[config.mk]
export PLATFORM = sky130hd
export DESIGN_NAME = encoder_divided_quadrature_output
export DESIGN_NICKNAME = d
export VERILOG_FILES = /design/src/enc_out_pkg.sv /design/src/quad_step.sv /design/src/encoder_divided_quadrature_output.sv
export VERILOG_INCLUDE_DIRS = /design/src
export SDC_FILE = /design/constraint.sdc
export NUM_CORES = 1
export LEC_CHECK = 0
export BUFFER_PORTS_ARGS = -buffer_cell sky130_fd_sc_hd__buf_2
export CAP_MARGIN = 20
export CELL_PAD_IN_SITES_DETAIL_PLACEMENT = 1
export CELL_PAD_IN_SITES_GLOBAL_PLACEMENT = 1
export CORE_AREA = 3 3 224 226
export DETAILED_ROUTE_END_ITERATION = 10
export DIE_AREA = 0 0 227 229
export MAX_ROUTING_LAYER = met4
export PLACE_DENSITY_LB_ADDON = 0.15
export SLEW_MARGIN = 20
export SYNTH_ARGS = -nofsm -noshare
export SYNTH_HDL_FRONTEND = slang
export SYNTH_SLANG_ARGS = --single-unit
[constraint.sdc]
create_clock -name clk -period 7.8 [get_ports clk]
set_clock_uncertainty 0.15 [all_clocks]
set_input_delay 1.56 -clock clk [delete_from_list [all_inputs] [get_ports clk]]
set_output_delay 1.56 -clock clk [all_outputs]
set_load 0.01 [all_outputs]
[src/enc_out_cfg.svh]
// register offsets, reset values and timing counts for the divided output
`ifndef ENC_OUT_CFG_SVH
`define ENC_OUT_CFG_SVH

`define ADDR_DIR_REV      16'h2000
`define ADDR_ORIGIN_DIR   16'h2081
`define ADDR_PPR          16'h2212
`define ADDR_LIN_RES      16'h2281
`define ADDR_ENC_RES      16'h3000
`define ADDR_PITCH_CNT    16'h3004
`define ADDR_CTRL         16'h3008
`define ADDR_STATUS       16'h300c

`define CTRL_RESTART_BIT  0
`define CTRL_LINEAR_BIT   1
`define ORIGIN_BOTH_BIT   0
`define DIR_REV_BIT       0

`define RST_ORIGIN_DIR    16'h0000
`define RST_DIR_REV       16'h0000
`define RST_PPR           32'h0000_0800
`define RST_LIN_RES       32'h0000_0014
`define RST_ENC_RES       32'h0010_0000
`define RST_PITCH_CNT     32'h0000_0100

`define PITCH_SHIFT_LOG2  3
`define ORIGIN_WIDE_STEPS 2'h2
`define ORIGIN_NARROW_STEPS 2'h1

`endif

[src/enc_out_pkg.sv]
// types shared by the divided quadrature output block
package enc_out_pkg;

  typedef logic [31:0] word_t;

  typedef enum logic [1:0] {
    ORG_IDLE,
    ORG_SHIFT,
    ORG_PULSE
  } org_state_e;

endpackage

[src/quad_step.sv]
// quadrature state stepper with registered complementary a/b outputs
`timescale 1ns/1ps
module quad_step
  import enc_out_pkg::*;
(
  input  wire logic clk,
  input  wire logic rst_n,
  input  wire logic step_fwd,
  input  wire logic step_rev,
  output logic      phase_out [2],
  output logic      phase_out_n [2],
  output logic [1:0] state
);

  logic [1:0] state_q;
  logic [1:0] state_d;
  logic [1:0] ab_d;

  // phase level for a state index: index 0 is a, index 1 is b
  function automatic logic phase_level(input logic [1:0] s, input int idx);
    if (idx == 0) begin
      return s[1];
    end
    return s[1] ^ s[0];
  endfunction

  always_comb begin
    state_d = state_q;
    if (step_fwd) begin
      state_d = state_q + 2'h1; // b leads a
    end else if (step_rev) begin
      state_d = state_q - 2'h1; // a leads b
    end
  end

  always_ff @(posedge clk) begin
    if (!rst_n) begin
      state_q <= 2'h0;
    end else begin
      state_q <= state_d;
    end
  end

  assign state = state_q;

  genvar g;
  generate
    for (g = 0; g < 2; g++) begin : g_phase
      always_comb begin
        ab_d[g] = phase_level(state_d, g);
      end
      // complementary pair per phase
      always_ff @(posedge clk) begin
        if (!rst_n) begin
          phase_out[g]   <= 1'b0;
          phase_out_n[g] <= 1'b1;
        end else begin
          phase_out[g]   <= ab_d[g];
          phase_out_n[g] <= ~ab_d[g];
        end
      end
    end
  endgenerate

endmodule

[src/encoder_divided_quadrature_output.sv]
// divided encoder feedback: scaled quadrature a/b plus origin pulse
`timescale 1ns/1ps
`include "enc_out_cfg.svh"
module encoder_divided_quadrature_output
  import enc_out_pkg::*;
#(
  parameter int ADDR_W = 16,
  parameter int ACC_W  = 35
) (
  input  wire logic              clk,
  input  wire logic              rst_n,
  input  wire logic [ADDR_W-1:0] addr,
  input  wire logic [31:0]       wr_data,
  input  wire logic              wr_en,
  input  wire logic              rd_en,
  output logic      [31:0]       rd_data,
  input  wire logic              enc_step,
  input  wire logic              enc_dir_up,
  input  wire logic              enc_origin,
  output logic                   quad_phase_a_out,
  output logic                   quad_phase_a_out_n,
  output logic                   quad_phase_b_out,
  output logic                   quad_phase_b_out_n,
  output logic                   origin_pulse_out,
  output logic                   origin_pulse_out_n
);

  // software-visible settings
  logic [15:0] origin_direction_select_q;
  logic [15:0] origin_direction_select_d;
  logic [15:0] direction_reversal_setting_q;
  logic [15:0] direction_reversal_setting_d;
  word_t       pulses_per_rev_setting_q;
  word_t       pulses_per_rev_setting_d;
  word_t       linear_output_resolution_q;
  word_t       linear_output_resolution_d;
  word_t       enc_counts_per_rev_q;
  word_t       enc_counts_per_rev_d;
  word_t       pitch_counts_q;
  word_t       pitch_counts_d;
  logic        linear_sel_q;
  logic        linear_sel_d;
  word_t       rd_data_q;
  word_t       rd_data_d;
  logic        restart;

  // settings in force since the last restart
  logic [ACC_W-1:0] act_num_q;
  logic [ACC_W-1:0] act_num_d;
  logic [ACC_W-1:0] act_den_q;
  logic [ACC_W-1:0] act_den_d;
  logic             act_both_q;
  logic             act_both_d;
  logic             act_lin_q;
  logic             act_lin_d;

  // divider
  logic signed [ACC_W-1:0] acc_q;
  logic signed [ACC_W-1:0] acc_d;
  logic signed [ACC_W-1:0] acc_tmp;
  logic                    step_fwd;
  logic                    step_rev;

  // origin path
  org_state_e       org_q;
  org_state_e       org_d;
  logic [ACC_W-1:0] shift_cnt_q;
  logic [ACC_W-1:0] shift_cnt_d;
  logic             shift_dir_q;
  logic             shift_dir_d;
  logic [1:0]       width_q;
  logic [1:0]       width_d;
  logic             seen_fwd_q;
  logic             seen_fwd_d;
  logic             org_out_d;

  logic       ph_out   [2];
  logic       ph_out_n [2];
  logic [1:0] quad_state;

  assign restart = wr_en && (addr == `ADDR_CTRL)
                   && wr_data[`CTRL_RESTART_BIT];

  // register writes and reads
  always_comb begin
    origin_direction_select_d    = origin_direction_select_q;
    direction_reversal_setting_d = direction_reversal_setting_q;
    pulses_per_rev_setting_d     = pulses_per_rev_setting_q;
    linear_output_resolution_d   = linear_output_resolution_q;
    enc_counts_per_rev_d         = enc_counts_per_rev_q;
    pitch_counts_d               = pitch_counts_q;
    linear_sel_d                 = linear_sel_q;
    rd_data_d                    = 32'h0000_0000;
    if (wr_en) begin
      case (addr)
        `ADDR_ORIGIN_DIR: origin_direction_select_d = wr_data[15:0];
        `ADDR_DIR_REV:    direction_reversal_setting_d = wr_data[15:0];
        `ADDR_PPR:        pulses_per_rev_setting_d = wr_data;
        `ADDR_LIN_RES:    linear_output_resolution_d = wr_data;
        `ADDR_ENC_RES:    enc_counts_per_rev_d = wr_data;
        `ADDR_PITCH_CNT:  pitch_counts_d = wr_data;
        `ADDR_CTRL:       linear_sel_d = wr_data[`CTRL_LINEAR_BIT];
        default: ;
      endcase
    end
    if (rd_en) begin
      case (addr)
        `ADDR_ORIGIN_DIR: rd_data_d = {16'h0000, origin_direction_select_q};
        `ADDR_DIR_REV:    rd_data_d = {16'h0000, direction_reversal_setting_q};
        `ADDR_PPR:        rd_data_d = pulses_per_rev_setting_q;
        `ADDR_LIN_RES:    rd_data_d = linear_output_resolution_q;
        `ADDR_ENC_RES:    rd_data_d = enc_counts_per_rev_q;
        `ADDR_PITCH_CNT:  rd_data_d = pitch_counts_q;
        `ADDR_CTRL:       rd_data_d = {30'h0, linear_sel_q, 1'b0};
        `ADDR_STATUS:     rd_data_d = {26'h0, org_q == ORG_PULSE,
                                       act_lin_q, act_both_q,
                                       seen_fwd_q, quad_state};
        default:          rd_data_d = 32'h0000_0000;
      endcase
    end
  end

  always_ff @(posedge clk) begin
    if (!rst_n) begin
      origin_direction_select_q    <= `RST_ORIGIN_DIR;
      direction_reversal_setting_q <= `RST_DIR_REV;
      pulses_per_rev_setting_q     <= `RST_PPR;
      linear_output_resolution_q   <= `RST_LIN_RES;
      enc_counts_per_rev_q         <= `RST_ENC_RES;
      pitch_counts_q               <= `RST_PITCH_CNT;
      linear_sel_q                 <= 1'b0;
      rd_data_q                    <= 32'h0000_0000;
    end else begin
      origin_direction_select_q    <= origin_direction_select_d;
      direction_reversal_setting_q <= direction_reversal_setting_d;
      pulses_per_rev_setting_q     <= pulses_per_rev_setting_d;
      linear_output_resolution_q   <= linear_output_resolution_d;
      enc_counts_per_rev_q         <= enc_counts_per_rev_d;
      pitch_counts_q               <= pitch_counts_d;
      linear_sel_q                 <= linear_sel_d;
      rd_data_q                    <= rd_data_d;
    end
  end

  assign rd_data = rd_data_q;

  // settings take effect only at restart; reversal setting is not used
  always_comb begin
    act_num_d  = act_num_q;
    act_den_d  = act_den_q;
    act_both_d = act_both_q;
    act_lin_d  = act_lin_q;
    if (restart) begin
      act_lin_d  = linear_sel_q;
      act_both_d = origin_direction_select_q[`ORIGIN_BOTH_BIT];
      if (linear_sel_q) begin
        act_num_d = ACC_W'(linear_output_resolution_q);
        act_den_d = ACC_W'(pitch_counts_q);
      end else begin
        act_num_d = ACC_W'({pulses_per_rev_setting_q, 2'b00});
        act_den_d = ACC_W'(enc_counts_per_rev_q);
      end
    end
  end

  always_ff @(posedge clk) begin
    if (!rst_n) begin
      act_num_q  <= ACC_W'({`RST_PPR, 2'b00});
      act_den_q  <= ACC_W'(`RST_ENC_RES);
      act_both_q <= 1'b0;
      act_lin_q  <= 1'b0;
    end else begin
      act_num_q  <= act_num_d;
      act_den_q  <= act_den_d;
      act_both_q <= act_both_d;
      act_lin_q  <= act_lin_d;
    end
  end

  // fractional divider: one output edge per den/num encoder counts
  always_comb begin
    acc_d    = acc_q;
    acc_tmp  = acc_q;
    step_fwd = 1'b0;
    step_rev = 1'b0;
    if (restart) begin
      acc_d = '0;
    end else if (enc_step) begin
      if (enc_dir_up) begin
        acc_tmp = acc_q + $signed(act_num_q);
        if (acc_tmp >= $signed(act_den_q)) begin
          acc_d    = acc_tmp - $signed(act_den_q);
          step_fwd = 1'b1;
        end else begin
          acc_d = acc_tmp;
        end
      end else begin
        acc_tmp = acc_q - $signed(act_num_q);
        if (acc_tmp < 0) begin
          acc_d    = acc_tmp + $signed(act_den_q);
          step_rev = 1'b1;
        end else begin
          acc_d = acc_tmp;
        end
      end
    end
  end

  always_ff @(posedge clk) begin
    if (!rst_n) begin
      acc_q <= '0;
    end else begin
      acc_q <= acc_d;
    end
  end

  // origin detection, gating and pulse width
  always_comb begin
    org_d       = org_q;
    shift_cnt_d = shift_cnt_q;
    shift_dir_d = shift_dir_q;
    width_d     = width_q;
    seen_fwd_d  = seen_fwd_q;
    case (org_q)
      ORG_IDLE: begin
        // handling depends on act_both_q, count direction, seen_fwd_q and act_lin_q
        if (enc_origin) begin
          if (act_both_q) begin
            // detection moved by an eighth of act_den_q: an eighth pitch in linear mode, an eighth rev otherwise
            shift_cnt_d = act_den_q >> `PITCH_SHIFT_LOG2;
            shift_dir_d = enc_dir_up;
            org_d       = ORG_SHIFT;
            if ((act_den_q >> `PITCH_SHIFT_LOG2) == '0) begin
              width_d = `ORIGIN_NARROW_STEPS;
              org_d   = ORG_PULSE;
            end
          end else if (enc_dir_up || seen_fwd_q || !act_lin_q) begin
            // gated on count direction, seen_fwd_q and act_lin_q
            width_d = `ORIGIN_WIDE_STEPS;
            org_d   = ORG_PULSE;
          end
          if (enc_dir_up) begin
            seen_fwd_d = 1'b1;
          end
        end
      end
      ORG_SHIFT: begin
        if (enc_step) begin
          if (enc_dir_up != shift_dir_q) begin
            org_d = ORG_IDLE;
          end else if (shift_cnt_q <= 1) begin
            width_d = `ORIGIN_NARROW_STEPS;
            org_d   = ORG_PULSE;
          end else begin
            shift_cnt_d = shift_cnt_q - 1'b1;
          end
        end
      end
      ORG_PULSE: begin
        // ends on the width_q-th output step of either phase
        if (step_fwd || step_rev) begin
          if (width_q <= 2'h1) begin
            org_d = ORG_IDLE;
          end else begin
            width_d = width_q - 2'h1;
          end
        end
      end
      default: org_d = ORG_IDLE;
    endcase
    if (restart) begin
      org_d      = ORG_IDLE;
      seen_fwd_d = 1'b0;
    end
    org_out_d = (org_d == ORG_PULSE);
  end

  always_ff @(posedge clk) begin
    if (!rst_n) begin
      org_q              <= ORG_IDLE;
      shift_cnt_q        <= '0;
      shift_dir_q        <= 1'b0;
      width_q            <= 2'h0;
      seen_fwd_q         <= 1'b0;
      origin_pulse_out   <= 1'b0;
      origin_pulse_out_n <= 1'b1;
    end else begin
      org_q              <= org_d;
      shift_cnt_q        <= shift_cnt_d;
      shift_dir_q        <= shift_dir_d;
      width_q            <= width_d;
      seen_fwd_q         <= seen_fwd_d;
      origin_pulse_out   <= org_out_d;
      origin_pulse_out_n <= ~org_out_d;
    end
  end

  // phases follow physical count direction only
  quad_step u_quad (
    .clk         (clk),
    .rst_n       (rst_n),
    .step_fwd    (step_fwd),
    .step_rev    (step_rev),
    .phase_out   (ph_out),
    .phase_out_n (ph_out_n),
    .state       (quad_state)
  );

  // straight wires from the stepper's output flops
  assign quad_phase_a_out   = ph_out[0];
  assign quad_phase_a_out_n = ph_out_n[0];
  assign quad_phase_b_out   = ph_out[1];
  assign quad_phase_b_out_n = ph_out_n[1];

endmodule

# Word level (Yosys, flattened, before mapping)
# Cells that the tools add are included.
totals:
  register_bits: 349
  input_bits: 55
  out_inout_bits: 38
  wordCells: 130
op_classes:
  n_addsub: 8
  n_lt_le_gt_ge: 4
  n_eq_ne: 22
  n_mux: 43
  bitwise_logic: 5
  n_reduce_logical: 23
op_table:
  columns: ["operator", "count"]
  rows:
  - ["2-to-1 mux 35 bit", 8]
  - ["case mux 32 bit (8 select lines)", 1]
  - ["== test 16 x 14 -> 1 bit (second input constant)", 8]
  - ["adder 35 bit", 2]
  - ["case mux 35 bit (2 select lines)", 1]
  - ["subtractor 35 bit", 2]
  - ["2-to-1 mux 2 bit", 21]
  - [">= comparator 35 bit", 1]
  - ["<= comparator 35 x 1 -> 1 bit (second input constant)", 1]
  - ["logical NOT 35 bit", 1]
  - ["< comparator 35 x 1 -> 1 bit (second input constant)", 1]
  - ["subtractor 35 x 1 -> 35 bit (second input constant)", 1]
  - ["2-to-1 mux 34 bit", 1]
  - ["2-to-1 mux 32 bit", 1]
  - ["AND reduction 2 bit", 8]
  - ["!= test 2 bit (second input constant)", 7]
  - ["case mux 2 bit (3 select lines)", 2]
  - ["AND reduction 9 bit", 1]
  - ["2-to-1 mux 1 bit", 8]
  - ["!= test 3 bit (second input constant)", 2]
  - ["AND reduction 3 bit", 2]
  - ["AND reduction 6 bit", 1]
  - ["== test 2 bit (second input constant)", 2]
  - ["NOT 1 bit", 4]
  - ["other kinds (14)", 18]

# Depth between registers and ports, before layout
depth:
  word_depth: 12
  mapped_depth: 25
  mapped_depth_nobuf: 24

# By module
# Synthesis repeated with hierarchy kept, for this count alone.
unflattened:
  cells_unflattened: 2947
  area_unflattened_um2: 22899.5
modules_own_cells:
  columns: ["mod", "instances", "cells_each", "area_each_um2", "seq_area_each_um2"]
  rows:
  - ["encoder_divided_quadrature_output", 1, 2927, 22679.3, 6786.5]
  - ["quad_step", 1, 20, 220.2, 100.1]

# Least setup slack after synthesis
# Ideal clock, no wire load.
synth_path:
  kind: "register -> register"
  startpoint: "register act_num_q[4]"
  endpoint: "register origin_pulse_out_n"
  setup_ns: 0.127
  arrival_time_ns: 5.283
  t_required_ns: 7.523
  slack_ns: 2.240
  path_stages_with_launch: 24
  n_path_buf: 1
  synth_period_minus_slack_ns: 5.560
  cell_sequence: "dfxtp_1 -> inv_1 -> ha_1 -> buf_4 -> nor2b_1 -> or4_1 -> o211ai_1 -> and2_1 -> o21ai_0 -> a311o_1 -> a311o_1 -> xnor2_1 -> ha_1 -> a21o_1 -> a211oi_1 -> a211oi_1 -> or2_1 -> o31ai_1 -> a21oi_1 -> nor4_2 -> a31o_4 -> a211oi_4 -> o31ai_2 -> or3b_1"
synth_between:
  elab_chain_len: 12
  word_cells_on_any_way: 18
  cone_classes: "add/sub: 2; order compare: 2; eq/ne: 1; mux: 11; bitwise: 1; reduce/logical: 1"
synth_rtl:
  columns: ["element", "line_no", "text"]
  rows:
  - ["start, declared", "encoder_divided_quadrature_output.sv:48", "logic [ACC_W-1:0] act_num_q;"]
  - ["start signal, assigned", "encoder_divided_quadrature_output.sv:168", "act_num_q <= ACC_W'({`RST_PPR, 2'b00});"]
  - ["start signal, assigned", "encoder_divided_quadrature_output.sv:173", "act_num_q <= act_num_d;"]
  - ["adder 35 bit or subtractor 35 bit (tied branches)", "encoder_divided_quadrature_output.sv:190, encoder_divided_quadrature_output.sv:198", null]
  - [">= comparator 35 bit or < comparator 35 x 1 -> 1 bit (tied branches)", "encoder_divided_quadrature_output.sv:191, encoder_divided_quadrature_output.sv:199", null]
  - ["2-to-1 mux 1 bit, on equally long branches", "encoder_divided_quadrature_output.sv:191, encoder_divided_quadrature_output.sv:199", null]
  - ["2-to-1 mux 1 bit", "encoder_divided_quadrature_output.sv:189", "if (enc_dir_up) begin"]
  - ["2-to-1 mux 1 bit", "encoder_divided_quadrature_output.sv:188", "end else if (enc_step) begin"]
  - ["2-to-1 mux 1 bit", "encoder_divided_quadrature_output.sv:186", "if (restart) begin"]
  - ["logical OR 1 bit *", "encoder_divided_quadrature_output.sv:261", "if (step_fwd || step_rev) begin"]
  - ["2-to-1 mux 2 bit *", "encoder_divided_quadrature_output.sv:261", null]
  - ["case mux 2 bit (3 select lines) *", "encoder_divided_quadrature_output.sv:224", "case (org_q)"]
  - ["2-to-1 mux 2 bit *", "encoder_divided_quadrature_output.sv:271", "if (restart) begin"]
  - ["== test 2 bit *", "encoder_divided_quadrature_output.sv:275", "org_out_d = (org_d == ORG_PULSE);"]
  - ["NOT 1 bit *", "encoder_divided_quadrature_output.sv:294", "origin_pulse_out_n <= ~org_out_d;"]
  - ["end signal, assigned", "encoder_divided_quadrature_output.sv:294", null]
  - ["end, declared", "encoder_divided_quadrature_output.sv:25", "output logic origin_pulse_out_n"]
# Every way passes the cells marked *; elsewhere a longest branch is shown, timed or not.
# A chain may end at the register's enable or synchronous reset.

# Worst setup path in the final report
layout_path:
  startpoint: "register act_num_q[4]"
  endpoint: "register acc_q[18]"
layout_between:
  elab_chain_len: 4
  word_cells_on_any_way: 9
  cone_classes: "add/sub: 4; order compare: 2; mux: 3"
layout_rtl:
  columns: ["element", "line_no", "text"]
  rows:
  - ["subtractor 35 bit or adder 35 bit (tied branches)", "encoder_divided_quadrature_output.sv:198, encoder_divided_quadrature_output.sv:190", null]
  - ["adder 35 bit, or another cell as far along", "encoder_divided_quadrature_output.sv:200", "acc_d = acc_tmp + $signed(act_den_q);"]
  - ["2-to-1 mux 35 bit, on equally long branches", "encoder_divided_quadrature_output.sv:199, encoder_divided_quadrature_output.sv:191", null]
  - ["2-to-1 mux 35 bit *", "encoder_divided_quadrature_output.sv:189", null]
  - ["end signal, assigned", "encoder_divided_quadrature_output.sv:211", "acc_q <= '0;"]
  - ["end signal, assigned", "encoder_divided_quadrature_output.sv:213", "acc_q <= acc_d;"]
  - ["end, declared", "encoder_divided_quadrature_output.sv:58", "logic signed [ACC_W-1:0] acc_q;"]
# Marks and branches as above.

==> metrics.md <==
| Metric | Value |
|---|---|
| Status | `finished clean` |
| MaxCap Viol Count | `0` |
| Mean Syn Cell Area | `7.93 um2` |
| Worst-case headroom to the max-slew limit | `31.0%` |
| Fillcell total | `5881` |
| WL final | `83.0 mm` |
| # setup viols final | `0` |
| Area delta synth->final | `9.22%` |
| Setup repair bufs after CTS | `0` |
| H-Tree Level Count | `2` |
| Root Buffer | `clkbuf_16` |
| Power Density | `365 nW/um2` |
| Post-synthesis net count | `3116` |
| Most instantiated library cell after synthesis | `nand2_1` |
| Final Power | `9.23 mW` |
| Final Max Slew Viols | `0` |
| Top cells by count, synth | `524 x nand2_1, 344 x dfxtp_1, 175 x a21oi_1, 170 x a21boi_0, 149 x nor2_1` |
| Top-area cell type share of the netlist area | `29.8%` |
| Hold buffer count at CTS | `0` |
| Initial antenna violation count | `3` |
| Synth Instances | `2918` |
| First-pass GRT wire length | `130 mm` |
| GPL Wtd Cong | `0.969` |
| Critical path arrival | `7.30 ns` |
| Vias/cell | `6.26` |
| Share of layout cells above drive strength 1 | `9.62%` |
| Leakage power figure | `10.3 nW` |
| Crit path kind | `reg2reg` |
| Area contributors post-synth | `dfxtp_1 30%, nand2_1 8.5%, ha_1 7.5%` |
| Synthesized cell area | `23100 um2` |
| Ys async rst share | `0%` |
| Pre-CTS setup slack | `0.858 ns` |
| Area of the die | `52000 um2` |
| Minimum clock period | `6.99 ns` |
| Worst-margin pin slew | `1.03 ns` |
| Worst endpoint required time | `8.11 ns` |
| Largest net degree at the start of global routing | `110` |
| Crit share post-route | `89.6%` |
| DRC viols | `0` |
| CTS tree | `yes` |
| Pre-antenna DRT Iters | `7` |
| Post-synth top area cell | `dfxtp_1` |
| Yosys warns | `0` |
| I/O pins | `93` |
| Post-cts gate resize count | `0` |
| Clock Latency Late Sink | `0.58 ns` |
| TNS Setup | `0 ns` |
| Final #Nets | `3090` |
| Deepest clock path buffer count | `3` |
| Num rows | `81` |
| Initial DRC count | `1687` |
| TritonCTS buffer count | `40` |
| Register area share after synthesis | `29.8%` |
| Endpoints failing hold | `0` |
| Starting density of the core | `47.7%` |
| Final HPWL DP | `60.4 mm` |
| Synth cell types | `96` |
| Vias in the first global route | `22540` |
| Post-synth EDFFs | `0` |
| Average wire per standard cell | `23.4 um` |
| Min-Delay Path Class | `reg2reg` |
| Antenna Nets Post-Route | `0` |
| Worst vdd ir | `0.246 mV` |
| GRT overflow | `0` |
| Die X | `227 um` |
| Ys flop type | `dfxtp_1` |
| Vias | `22203` |
| Synth Register Bits | `344` |
| Die height | `229 um` |
| TritonCTS Sinks | `344` |
| CP Launch Type | `register` |
| Fmax | `143 MHz` |
| Worst-path maximum fanout | `24` |
| Worst Setup End Kind | `register` |
| Clk slew on worst S/H paths | `0.06 ns` |
| Core ar. | `48500 um2` |
| RSZ-0062 raised after global routing | `false` |
| Total track usage | `32.2%` |
| Port Buffers | `92` |
| Final setup margin | `0.812 ns` |
## worst max-delay path: stages (launching register included)
cell      delay (ns)
dfxtp_1         0.36
inv_1           0.06
ha_1            0.52
nor2b_1         0.12
or4_1           0.45
o211ai_1        0.31
and2_1          0.21
o21ai_0         0.16
a311o_1         0.46
xnor2_1         0.21
ha_1            0.44
nand2_1         0.12
nor3_2          0.24
nand4_1         0.20
a311oi_1        0.46
o31ai_1         0.20
a21oi_1         0.32
nor4_2          0.13
a31oi_4         0.80
buf_4           0.39
mux2_2          0.36
a21oi_1         0.14
nor2_1          0.06
## state kept, by name, summed over array words and instances, names as in the netlist, 32 cells and up
signal / count
acc_q: 35
act_den_q: 32
act_num_q: 34
enc_counts_per_rev_q: 32
linear_output_resolution_q: 32
pitch_counts_q: 32
pulses_per_rev_setting_q: 32
rd_data: 32
shift_cnt_q: 35
## path summary, 6_finish.rpt
path                                                                 from                                   endpoint  slack (ns)  cells past startpoint
worst min register to register  origin_direction_select_q[6]$_SDFFE_PN0P_  origin_direction_select_q[6]$_SDFFE_PN0P_        0.32                      2
worst max-delay path                            act_num_q[4]$_SDFFE_PN0P_                     acc_q[18]$_SDFFE_PP0P_        0.81                     22
worst max register to register                  act_num_q[4]$_SDFFE_PN0P_                     acc_q[18]$_SDFFE_PP0P_        0.81                     22
worst min-delay path            origin_direction_select_q[6]$_SDFFE_PN0P_  origin_direction_select_q[6]$_SDFFE_PN0P_        0.32                      2
## cell usage in the layout (no fill, tap or decap), types with 16 or more instances in the layout
cell type / n
nor3_1: 47
o21a_1: 22
a21boi_0: 170
buf_2: 91
mux2_2: 24
ha_1: 138
a21oi_1: 175
o21ai_0: 109
clkbuf_16: 41
a222oi_1: 37
nand2_1: 520
o22ai_1: 18
a31o_2: 16
o211ai_1: 17
nor4_1: 33
inv_1: 139
nor2_1: 147
and3_1: 16
and2_1: 17
a21o_1: 38
nand3_1: 53
nand2b_1: 20
nand4_1: 16
a31oi_1: 28
a211oi_1: 45
mux2i_1: 98
buf_4: 27
nor2b_1: 28
dfxtp_1: 343
a22oi_1: 20
o21bai_1: 16
o211a_1: 68
xor2_1: 27
xnor2_1: 91
## per-stage QoR
stage | hold WS [ns] | instance area, um2 | cells | util, %
finish | 0.316 | 25300 | 3546 | 52.0
global route | 0.334 | 25300 | 3546 | 52.0
CTS | 0.317 | 25300 | 3543 | 52.0
detailed placement | 0.309 | 23900 | 3472 | 49.1
global placement | 0.298 | 23900 | 3472 | 49.1
floorplan | 0.291 | 23100 | 2918 | -
## kinds of logic (layout without fill, tap and decap cells)
group           count (synthesis)  count (layout)  synth area share, %
compound gates                890             890                 27.9
xor+xnor                      119             119                 4.54
fa+ha+maj                     143             143                 7.86
buf+inv                       329             332                 5.59
flops                         344             344                 29.8
mux                           122             122                 5.41
other cells                     0               3                    0
simple gates                  971             971                 18.9
## metal layers
| metal | GRT usage [%] | up-vias | share of wire, % |
|---|---|---|---|
| met5 | - | - | 0 |
| met4 | 8.69 | 0 | 2.5 |
| met3 | 6.52 | 128 | 6.7 |
| met2 | 49.4 | 589 | 45 |
| met1 | 43.2 | 11078 | 46 |
| li1 | - | 10408 | - |
## report_power, final
| part | switching [mW] | internal [mW] | leakage (nW) |
|---|---|---|---|
| clock network | 0.807 | 1.20 | 0.690 |
| registers | 0.126 | 1.85 | 2.78 |
| logic | 3.25 | 1.99 | 6.78 |
| total | 4.19 | 5.04 | 10.3 |
## layout make-up
type	instances	area [um2]	share of cell area, %
diodes	3	7.51	0.0297
clock buffers	58	1200	4.75
clock inverters	13	204	0.807
inverters	142	533	2.11
multi-input cells	2245	15000	59.3
flip-flops and latches	344	6890	27.3
well taps	622	778	3.08
repair buffers	119	669	2.65
Power figures use the tool's default switching activity.
